===== config.mk =====
export PLATFORM = sky130hd
export DESIGN_NAME = psv_ctrl
export DESIGN_NICKNAME = d
export VERILOG_FILES = /design/src/core/psv_pkg.sv /design/src/core/psv_ctrl.sv
export VERILOG_INCLUDE_DIRS = /design/src /design/src/core
export SDC_FILE = /design/constraint.sdc
export NUM_CORES = 1
export LEC_CHECK = 0
export BUFFER_PORTS_ARGS = -buffer_cell sky130_fd_sc_hd__buf_4
export CAP_MARGIN = 20
export CORE_UTILIZATION = 58
export CTS_BUF_LIST = sky130_fd_sc_hd__clkbuf_2 sky130_fd_sc_hd__clkbuf_4 sky130_fd_sc_hd__clkbuf_8
export CTS_CLUSTER_DIAMETER = 50
export DETAILED_ROUTE_END_ITERATION = 10
export PLACE_DENSITY = 0.88
export SYNTH_ARGS = -nofsm -noshare
export SYNTH_HDL_FRONTEND = slang
export SYNTH_SLANG_ARGS = --single-unit

===== constraint.sdc =====
create_clock -name core_clk -period 3.7 [get_ports core_clk]
set_input_delay 0.74 -clock core_clk [delete_from_list [all_inputs] [get_ports core_clk]]
set_output_delay 0.74 -clock core_clk [all_outputs]
set_load 0.01 [all_outputs]

===== src/core/psv_params.svh =====
// Register offsets, field positions and reset values for panel supply and common clock control
`ifndef PSV_PARAMS_SVH
`define PSV_PARAMS_SVH
`define PSV_OFS_DISPCTL   4'h0
`define PSV_OFS_VCOMDIV   4'h1
`define PSV_OFS_VCOMCLK   4'h2
`define PSV_OFS_SUPPLY    4'h3
`define PSV_OFS_BSTPWR    4'h4
`define PSV_OFS_BSTCLK    4'h5
`define PSV_OFS_STATUS    4'h6
`define PSV_BIT_COMMON_CLOCK_ENABLE    0
`define PSV_BIT_CLKDIS    0
`define PSV_BIT_CNTRST    1
`define PSV_BIT_HON       3
`define PSV_BIT_LON       7
`define PSV_LSB_HVOL      0
`define PSV_LSB_LVOL      4
`define PSV_BIT_ECO       0
`define PSV_BIT_REGULATOR_ON     1
`define PSV_BIT_BOOSTER_ON     2
`define PSV_BIT_BOOSTER_CLOCK_SOURCE    3
`define PSV_LSB_BOOSTER_CLOCK_DIVIDE    0
`define PSV_DIV_RST       16'h0000
`define PSV_CNT_ZERO      16'h0000
`define PSV_SYNC_RST      2'h0
`endif


===== src/core/psv_pkg.sv =====
// Types shared by the panel supply and common clock control block
package psv_pkg;
	typedef struct packed {
		logic       highEn;
		logic [2:0] highLevel;
		logic       lowEn;
		logic [2:0] lowLevel;
	} psv_supply_s;
	typedef struct packed {
		logic       economy;
		logic       regulator_on;
		logic       boostOn;
		logic       clkSource;
		logic [2:0] clkDivide;
	} psv_booster_s;
	typedef enum logic [1:0] {
		PSV_OFF,
		PSV_RUN,
		PSV_DRAIN
	} psv_state_e;
endpackage


===== src/core/psv_ctrl.sv =====
// Panel supply control bits and panel common / frame polarity clock generator
// Overview of operation
// - After reset both panel clock outputs are held low.
// - Enable bit set starts both panel clocks; cleared stops them.
// - Generator sequences turn-on and turn-off of the outputs itself.
// - Generator clock-disable bit gates the generator while it is 1.
// - Counter-reset bit forces the 16-bit counter to zero while 1.
// - High supply level is a 3-bit code, 4.3V to 5.0V.
// - Low supply level codes 0 to 6 map 2.3V up to 3.4V.
// - Output enable bits drive the corresponding supply outputs.
//
// The implementer's own choices: the Wishbone interface to the registers and the placing of the registers.
`timescale 1ns/100ps
`include "psv_params.svh"
module psv_ctrl
	import psv_pkg::*;
(
	input  wire logic               core_clk,
	input  wire logic               sys_rst,
	input  wire logic               wb_cyc_i,
	input  wire logic               wb_stb_i,
	input  wire logic               wb_we_i,
	input  wire logic [5:2]         wb_adr_i,
	input  wire logic [3:0]         wb_sel_i,
	input  wire logic [31:0]        wb_dat_i,
	output logic      [31:0]        wb_dat_o,
	output logic                    wb_ack_o,
	output logic                    wb_err_o,
	input  wire logic               slowOscIn,
	output logic                    panelCommonClock,
	output logic                    panelFramePolarity,
	output psv_supply_s             supplyCtrl,
	output psv_booster_s            boosterCtrl
);
	logic [15:0]  divider_ff;
	logic         enable_ff;
	logic         clkDisable_ff;
	logic         cntReset_ff;
	psv_supply_s  supply_ff;
	psv_booster_s booster_ff;
	logic [1:0]   oscSync_ff;
	logic         oscPrev_ff;
	logic [15:0]  count_ff;
	logic         phase_ff;
	psv_state_e   state_ff;
	logic         ack_ff;
	logic [31:0]  rdata_ff;
	psv_state_e   nxt_state;
	wire logic       access    = wb_cyc_i & wb_stb_i & ~ack_ff;
	wire logic       hitDisp   = wb_adr_i == `PSV_OFS_DISPCTL;
	wire logic       hitDiv    = wb_adr_i == `PSV_OFS_VCOMDIV;
	wire logic       hitClk    = wb_adr_i == `PSV_OFS_VCOMCLK;
	wire logic       hitSup    = wb_adr_i == `PSV_OFS_SUPPLY;
	wire logic       hitPwr    = wb_adr_i == `PSV_OFS_BSTPWR;
	wire logic       hitBclk   = wb_adr_i == `PSV_OFS_BSTCLK;
	wire logic       hitStat   = wb_adr_i == `PSV_OFS_STATUS;
	wire logic       mapped    = hitDisp | hitDiv | hitClk | hitSup | hitPwr | hitBclk | hitStat;
	wire logic       wrB0      = access & mapped & wb_we_i & wb_sel_i[0];
	wire logic       wrB1      = access & mapped & wb_we_i & wb_sel_i[1];
	// Slow oscillator rising edge, seen after two-flop synchroniser
	wire logic       slowTick  = oscSync_ff[1] & ~oscPrev_ff;
	wire logic       genTick   = slowTick & ~clkDisable_ff;
	wire logic       atDivider = count_ff == divider_ff;
	wire logic       outRun    = (state_ff != PSV_OFF);
	// Idle generator keeps the counter at zero so the first half period is full
	wire logic       holdCount = cntReset_ff | (state_ff == PSV_OFF);
	logic [31:0] readMux;
	always_comb
	begin
		readMux = 32'h0000_0000;
		if (hitDisp)
			readMux[`PSV_BIT_COMMON_CLOCK_ENABLE] = enable_ff;
		if (hitDiv)
			readMux[15:0] = divider_ff;
		if (hitClk)
		begin
			readMux[`PSV_BIT_CLKDIS] = clkDisable_ff;
			readMux[`PSV_BIT_CNTRST] = cntReset_ff;
		end
		if (hitSup)
			readMux[7:0] = {supply_ff.lowEn, supply_ff.lowLevel,
				supply_ff.highEn, supply_ff.highLevel};
		if (hitPwr)
			readMux[2:0] = {booster_ff.boostOn, booster_ff.regulator_on, booster_ff.economy};
		if (hitBclk)
			readMux[3:0] = {booster_ff.clkSource, booster_ff.clkDivide};
		if (hitStat)
			readMux[17:0] = {outRun, phase_ff, count_ff};
	end
	// Turn-on waits for a tick; turn-off ends a low half at once, a high one at wrap
	always_comb
	begin
		nxt_state = state_ff;
		case (state_ff)
			PSV_OFF:
				if (enable_ff && genTick)
					nxt_state = PSV_RUN;
			PSV_RUN:
				if (!enable_ff && (!phase_ff || (genTick && atDivider)))
					nxt_state = PSV_OFF;
				else if (!enable_ff)
					nxt_state = PSV_DRAIN;
			PSV_DRAIN:
				if (enable_ff)
					nxt_state = PSV_RUN;
				else if (!phase_ff || (genTick && atDivider))
					nxt_state = PSV_OFF;
			default:
				nxt_state = PSV_OFF;
		endcase
	end
	always_ff @(posedge core_clk)
	begin
		if (sys_rst)
		begin
			ack_ff   <= 1'b0;
			rdata_ff <= 32'h0000_0000;
		end
		else
		begin
			ack_ff   <= access;
			rdata_ff <= readMux;
		end
	end
	always_ff @(posedge core_clk)
	begin
		if (sys_rst)
		begin
			enable_ff     <= 1'b0;
			divider_ff    <= `PSV_DIV_RST;
			clkDisable_ff <= 1'b0;
			cntReset_ff   <= 1'b0;
			supply_ff     <= '0;
			booster_ff    <= '0;
		end
		else
		begin
			if (wrB0 && hitDisp)
				enable_ff <= wb_dat_i[`PSV_BIT_COMMON_CLOCK_ENABLE];
			if (wrB0 && hitDiv)
				divider_ff[7:0] <= wb_dat_i[7:0];
			if (wrB1 && hitDiv)
				divider_ff[15:8] <= wb_dat_i[15:8];
			if (wrB0 && hitClk)
			begin
				clkDisable_ff <= wb_dat_i[`PSV_BIT_CLKDIS];
				cntReset_ff   <= wb_dat_i[`PSV_BIT_CNTRST];
			end
			if (wrB0 && hitSup)
				supply_ff <= {wb_dat_i[`PSV_BIT_HON], wb_dat_i[`PSV_LSB_HVOL +: 3],
					wb_dat_i[`PSV_BIT_LON], wb_dat_i[`PSV_LSB_LVOL +: 3]};
			if (wrB0 && hitPwr)
			begin
				booster_ff.economy <= wb_dat_i[`PSV_BIT_ECO];
				booster_ff.regulator_on   <= wb_dat_i[`PSV_BIT_REGULATOR_ON];
				booster_ff.boostOn <= wb_dat_i[`PSV_BIT_BOOSTER_ON];
			end
			if (wrB0 && hitBclk)
			begin
				booster_ff.clkSource <= wb_dat_i[`PSV_BIT_BOOSTER_CLOCK_SOURCE];
				booster_ff.clkDivide <= wb_dat_i[`PSV_LSB_BOOSTER_CLOCK_DIVIDE +: 3];
			end
		end
	end
	always_ff @(posedge core_clk)
	begin
		if (sys_rst)
		begin
			oscSync_ff <= `PSV_SYNC_RST;
			oscPrev_ff <= 1'b0;
		end
		else
		begin
			oscSync_ff <= {oscSync_ff[0], slowOscIn};
			oscPrev_ff <= oscSync_ff[1];
		end
	end
	always_ff @(posedge core_clk)
	begin
		if (sys_rst || holdCount)
			count_ff <= `PSV_CNT_ZERO;
		else if (genTick)
			count_ff <= atDivider ? `PSV_CNT_ZERO : count_ff + 16'h0001;
	end
	always_ff @(posedge core_clk)
	begin
		if (sys_rst)
		begin
			state_ff <= PSV_OFF;
			phase_ff <= 1'b0;
		end
		else
		begin
			state_ff <= nxt_state;
			if (nxt_state == PSV_OFF)
				phase_ff <= 1'b0;
			else if (state_ff == PSV_OFF || (genTick && atDivider))
				phase_ff <= ~phase_ff;
		end
	end
	// Common clock and frame polarity both follow the phase
	always_ff @(posedge core_clk)
	begin
		if (sys_rst)
		begin
			panelCommonClock   <= 1'b0;
			panelFramePolarity <= 1'b0;
		end
		else
		begin
			panelCommonClock   <= phase_ff & (nxt_state != PSV_OFF);
			panelFramePolarity <= phase_ff & (nxt_state != PSV_OFF);
		end
	end
	assign supplyCtrl  = supply_ff;
	assign boosterCtrl = booster_ff;
	assign wb_ack_o    = ack_ff & mapped;
	assign wb_err_o    = ack_ff & ~mapped;
	assign wb_dat_o    = rdata_ff;
endmodule


; ---- Word level (Yosys, flattened, before mapping)
; Cells that the tools add are included.
[totals]
inputBits = 46
wordCells = 94
mem_count = 0
ramBits = 0
regBits = 90
latch_bits = 0
rom_bits = 0
out_inout_bits = 51
[op_classes]
n_eq_ne = 9
n_lt_le_gt_ge = 0
n_addsub = 1
n_mul = 0
mux = 14
bitwise_logic = 24
div_mod_pow = 0
reduce_logical = 22
shift = 0
[ops]
columns = cell, n
row1 = $mux W16, 3
row2 = $add A16 B1 Y16 const B, 1
row3 = $eq A16 B16 Y1, 1
row4 = $eq A4 B3 Y1 const B, 3
row5 = $mux W2, 6
row6 = $and A1 B1 Y1, 11
row7 = $logic_and A1 B1 Y1, 10
row8 = $eq A4 B2 Y1 const B, 2
row9 = $mux W8, 1
row10 = $or A1 B1 Y1, 7
row11 = $not A1 Y1, 6
row12 = $pmux W2 S3, 1
row13 = $eq A4 B1 Y1 const B, 1
row14 = $logic_not A2 Y1, 2
row15 = $logic_not A4 Y1, 1
row16 = $mux W4, 1
row17 = $reduce_bool A2 Y1, 2
row18 = $reduce_or A2 Y1, 2
row19 = $logic_or A1 B1 Y1, 3
row20 = $mux W3, 1
row21 = $eq A2 B1 Y1 const B, 1
row22 = $eq A2 B2 Y1 const B, 1
row23 = $logic_not A1 Y1, 2
row24 = $mux W1, 1

; ---- Longest topological paths before layout
[depth]
word_depth = 11
depth_mapped = 7
ltp_nobuf = 5

; ---- Worst setup path before layout
; Ideal clock, no wire load.
[synth_timing]
path_type = in2out
start = in wb_adr_i[3] (netlist bit)
end = out wb_err_o
n_path_buf = 2
path_slack_ns = 1.410
cell_stages = 4
required_time_ns = 2.960
t_arrival_ns = 1.550
path_cell_list = buf_2 > buf_1 > a31oi_1 > nor2b_1
[synth_between]
elab_chain_cells = 9
[synth_rtl]
columns = element, line_no
row1 = start: declaration, psv_ctrl.sv:23  ; input wire logic [5:2] wb_adr_i,
row2 = $eq A4 B1 Y1 (no line) or $logic_not A4 Y1 (tied branches), n/a
row3 = $or A1 B1 Y1 (5 in a row), psv_ctrl.sv:57  ; wire logic mapped = hitDisp | hitDiv | hitClk | hitSup | hitPwr | hitBclk | hitStat;
row4 = $or A1 B1 Y1 (*), psv_ctrl.sv:57
row5 = $not A1 Y1 (*), psv_ctrl.sv:218  ; assign wb_err_o = ack_ff & ~mapped;
row6 = $and A1 B1 Y1 (*), psv_ctrl.sv:218
row7 = end: declaration, psv_ctrl.sv:28  ; output logic wb_err_o,
; Mark *: on every way between the ends. The rest lies on a longest branch, timed or not.

; ---- Worst setup path after layout
[layout_timing]
start = reg count_ff[5]
end = reg panelFramePolarity
[layout_between]
elab_chain_cells = 8
[layout_rtl]
columns = element, line_no
row1 = start: declaration, psv_ctrl.sv:43  ; logic [15:0] count_ff;
row2 = start signal: assignment, psv_ctrl.sv:181  ; count_ff <= `PSV_CNT_ZERO;
row3 = start signal: assignment, psv_ctrl.sv:183  ; count_ff <= atDivider ? `PSV_CNT_ZERO : count_ff + 16'h0001;
row4 = $eq A16 B16 Y1 (*), psv_ctrl.sv:63  ; wire logic atDivider = count_ff == divider_ff;
row5 = $logic_and A1 B1 Y1 (*), "psv_ctrl.sv:99, psv_ctrl.sv:106"
row6 = $logic_or A1 B1 Y1 (*), "psv_ctrl.sv:99, psv_ctrl.sv:106"
row7 = $mux W2 or $logic_and A1 B1 Y1 (tied branches), "psv_ctrl.sv:106, psv_ctrl.sv:99"
row8 = "$mux W2, on equally long branches", "psv_ctrl.sv:104, psv_ctrl.sv:99"
row9 = $pmux W2 S3 (*), psv_ctrl.sv:94  ; case (state_ff)
row10 = $reduce_bool A2 Y1 (*), psv_ctrl.sv:212  ; panelFramePolarity <= phase_ff & (nxt_state != PSV_OFF);
row11 = $and A1 B1 Y1 (*), psv_ctrl.sv:212
row12 = end signal: assignment, psv_ctrl.sv:212
row13 = end: declaration, psv_ctrl.sv:31  ; output logic panelFramePolarity,
; Marks and branches as above.
; A chain may end at the register's enable or synchronous reset.

==> results by group <==
Logic synthesis
  – Cells after Synth: 368
  – Synth Cell Area: 3420 sq um
  – Register bit total from synthesis: 76
  – Synth top area cells: dfxtp_1, mux2i_1, xor2_1
  – Synth top area share: 0.445
  – Syn Area/Cell: 9.30 sq um
  – Yosys top cell by area: dfxtp_1
  – Unique masters post-synth: 45
  – Yosys warns: 0
  – Sequential fraction of the synthesis area: 0.445

Timing
  – Minimum clock period: 2.32 ns
  – Max-slew violations: 0
  – Final Hold Fails: 0
  – Fin Hold WS: 0.449 ns
  – RSZ-0062 raised after global routing: false
  – Max-slew headroom: 0.353
  – Setup Skew: 0.0121 ns
  – Final period util: 0.627
  – Post-route setup TNS: 0 ns
  – Setup violation total in the final timing report: 0
  – Slew @ Worst Pin: 0.967 ns
  – Highest Clock Rate: 431 MHz

Clocking
  – CTS tree: done
  – CTS Sinks: 76
  – Total CTS buffers: 9
  – H-tree levels: 3
  – Clock-pin slew on the worst setup and hold paths: 0.07 ns
  – Setup bufs post-CTS: 0
  – CTS Buffer Depth: 2
  – Hold Buf Count CTS: 0
  – Clk_lat worst skew: 0.35 ns
  – Post-cts resize count: 0
  – Root Driver: clkbuf_8

Cells and area
  – Final #Nets: 469
  – Final core occ: 0.726
  – Diode count: 0
  – Layout cell share with drive strength beyond 1: 0.211
  – Area Growth Syn to Fin: 19.0%

GRT
  – Antenna violations before repair: 0
  – Vias in the first global route: 2,777
  – Largest net degree at the start of global routing: 52
  – Gr usage total: 0.268
  – Gr ovfl total: 0
  – First-pass GRT wire length: 13.0 mm

Die
  – DIE WIDTH: 78.8 um
  – Core Footprint: 5610 sq um
  – Row cnt: 27
  – Starting density of the core: 0.610
  – Die area: 6210 sq um
  – Die Span Y: 78.8 um
  – IO Pins: 97

Route
  – Vias per inst: 5.82
  – DRT antenna net count: 0
  – Via count: 2,904
  – DR pass1 iterations: 4
  – Number of remaining DRC errors: 0
  – Initial DRC count: 223
  – Routed WL: 7.79 mm
  – Wire per inst: 15.6 um

Placed design
  – GP Congestion: 0.849
  – Detail Placement HPWL: 5.28 mm
  – IO Port Bufs: 64

Pwr
  – Clock power share: 0.446
  – Share of power burned in registers: 0.503
  – Combinational share of power: 0.051
  – Switching Share: 0.212
  – Peak supply drop: 271 uV
  – Internal power: 1.29 mW
  – Net Sw Power: 347 uW
  – Leak: 1.87 nW
  – Power Density: 401 nW/um^2

Status
  – Outcome: finished clean

Critical path
  – Setup crit end kind: register
  – Crit-path cells: xor2_1 -> nor4_1 -> nand3_1 -> nor4b_4 -> o21ai_0
  – Crit Reg-Reg Startpoint: count_ff[5]
  – Worst EP required: 3.89 ns
  – Peak per-stage delay on the critical path: 0.87 ns
  – Setup CP Type: reg2reg
  – Critical Path Slowest Stage Cell: nor4b_4
  – Startpoint Class: register
  – CP startpoint: count_ff[5]
  – Arr. time, crit path: 2.51 ns
  – Worst-path maximum fanout: 18

Hold path
  – Worst hold path type: reg2reg
  – Hold Startpoint: oscSync_ff[0]

Run
  – Max Cap Viol: 0
[per-layer routing]
layer | part of all wire | GRT usage | vias to the layer above | wire, um
met1 | 0.43 | 0.330 | 1386 | 3330
met5 | 0 | 0 | - | 0
met4 | 0.025 | 0.118 | 0 | 193
met2 | 0.48 | 0.451 | 129 | 3750
met3 | 0.067 | 0.0575 | 21 | 519
li1 | - | - | 1368 | -
[area by class of cell]
cell class	instances	area, sq um
multi-input combinational	266	1720
fill	421	1540
sequential	76	1520
timing repair buffer	65	488
clock buffer	13	166
tap	72	90.1
clock inverter	3	68.8
inverter	4	15.0
[cells in the final DEF, fill, tap and decap left out, types with 7 or more instances in the layout]
cell type  count
nor3_1        26
dfxtp_1       76
buf_4         65
xor2_1        20
a21oi_1       13
a22o_1         8
mux2i_1       30
conb_1        14
nor4_1         7
nor2_1        39
xnor2_1       11
nand2_1       24
clkbuf_8      11
nand3_1       17
nor2b_1        8
[state kept, by name, indices dropped and copies added (netlist names), 2 cells and up]
signal and count:
wb_dat_o 18, oscSync_ff 2, state_ff 2, boosterCtrl 7, supplyCtrl 8, divider_ff 16
count_ff 16
[critical path: cells and delay by family, from the launching register on]
family / cells / cell delay (ns)
simple gates: 3 / 1.34
xor+xnor: 1 / 0.15
flops: 1 / 0.46
compound gates: 1 / 0.22
[final timing paths]
path                             end  slack, ns  cells after the start
hold reg to reg        oscSync_ff[1]       0.45                      1
setup / recovery  panelFramePolarity       1.38                      5
hold / removal         oscSync_ff[1]       0.45                      1
setup reg to reg  panelFramePolarity       1.38                      5
[synth_stat cells, drive strengths merged]
master and instances:
a211oi 1, a21oi 13, a221o 1, a22o 8
a22oi 4, a31oi 1, a32oi 2, and2 4
and3 3, and4 2, and4b 1, buf 24
clkbuf 11, conb 1, dfxtp 76, ha 1
inv 4, mux2 5, mux2i 30, mux4 1
nand2 24, nand2b 1, nand3 18, nand4 5
nor2 39, nor2b 8, nor3 26, nor3b 3
nor4 7, nor4b 1, nor4bb 1, o21ai 5
o22ai 1, o31ai 1, o32ai 1, or3 2
or3b 1, xnor2 11, xor2 20
[through the flow]
step                instances  setup WS, ns  area (sq um)  power, mW
floorplan                 381          1.41          3470      0.897
global placement          483          1.30          3840      0.921
detailed placement        483          1.29          3840      0.922
CTS                       499          1.42          4070       1.64
global route              499          1.22          4070       1.68
finish                    499          1.38          4070       1.63
[power by group through the flow]
stage	Clock (mW)	Sequential, mW	Combinational (mW)
global placement	0	0.841	0.0800
global route	0.769	0.823	0.0895
finish	0.729	0.822	0.0831
CTS	0.735	0.822	0.0815
detailed placement	0	0.841	0.0809
floorplan	0	0.841	0.0555
[cell families after synthesis]
logic type	after synthesis	synth area share
compound gates	38	0.0742
xor+xnor	31	0.0793
fa+ha+maj	1	0.00366
buf+inv	39	0.0662
flops	76	0.445
mux	36	0.112
other cells	1	0.00110
simple gates	146	0.219
No activity file was read; power rests on OpenSTA's default activity.
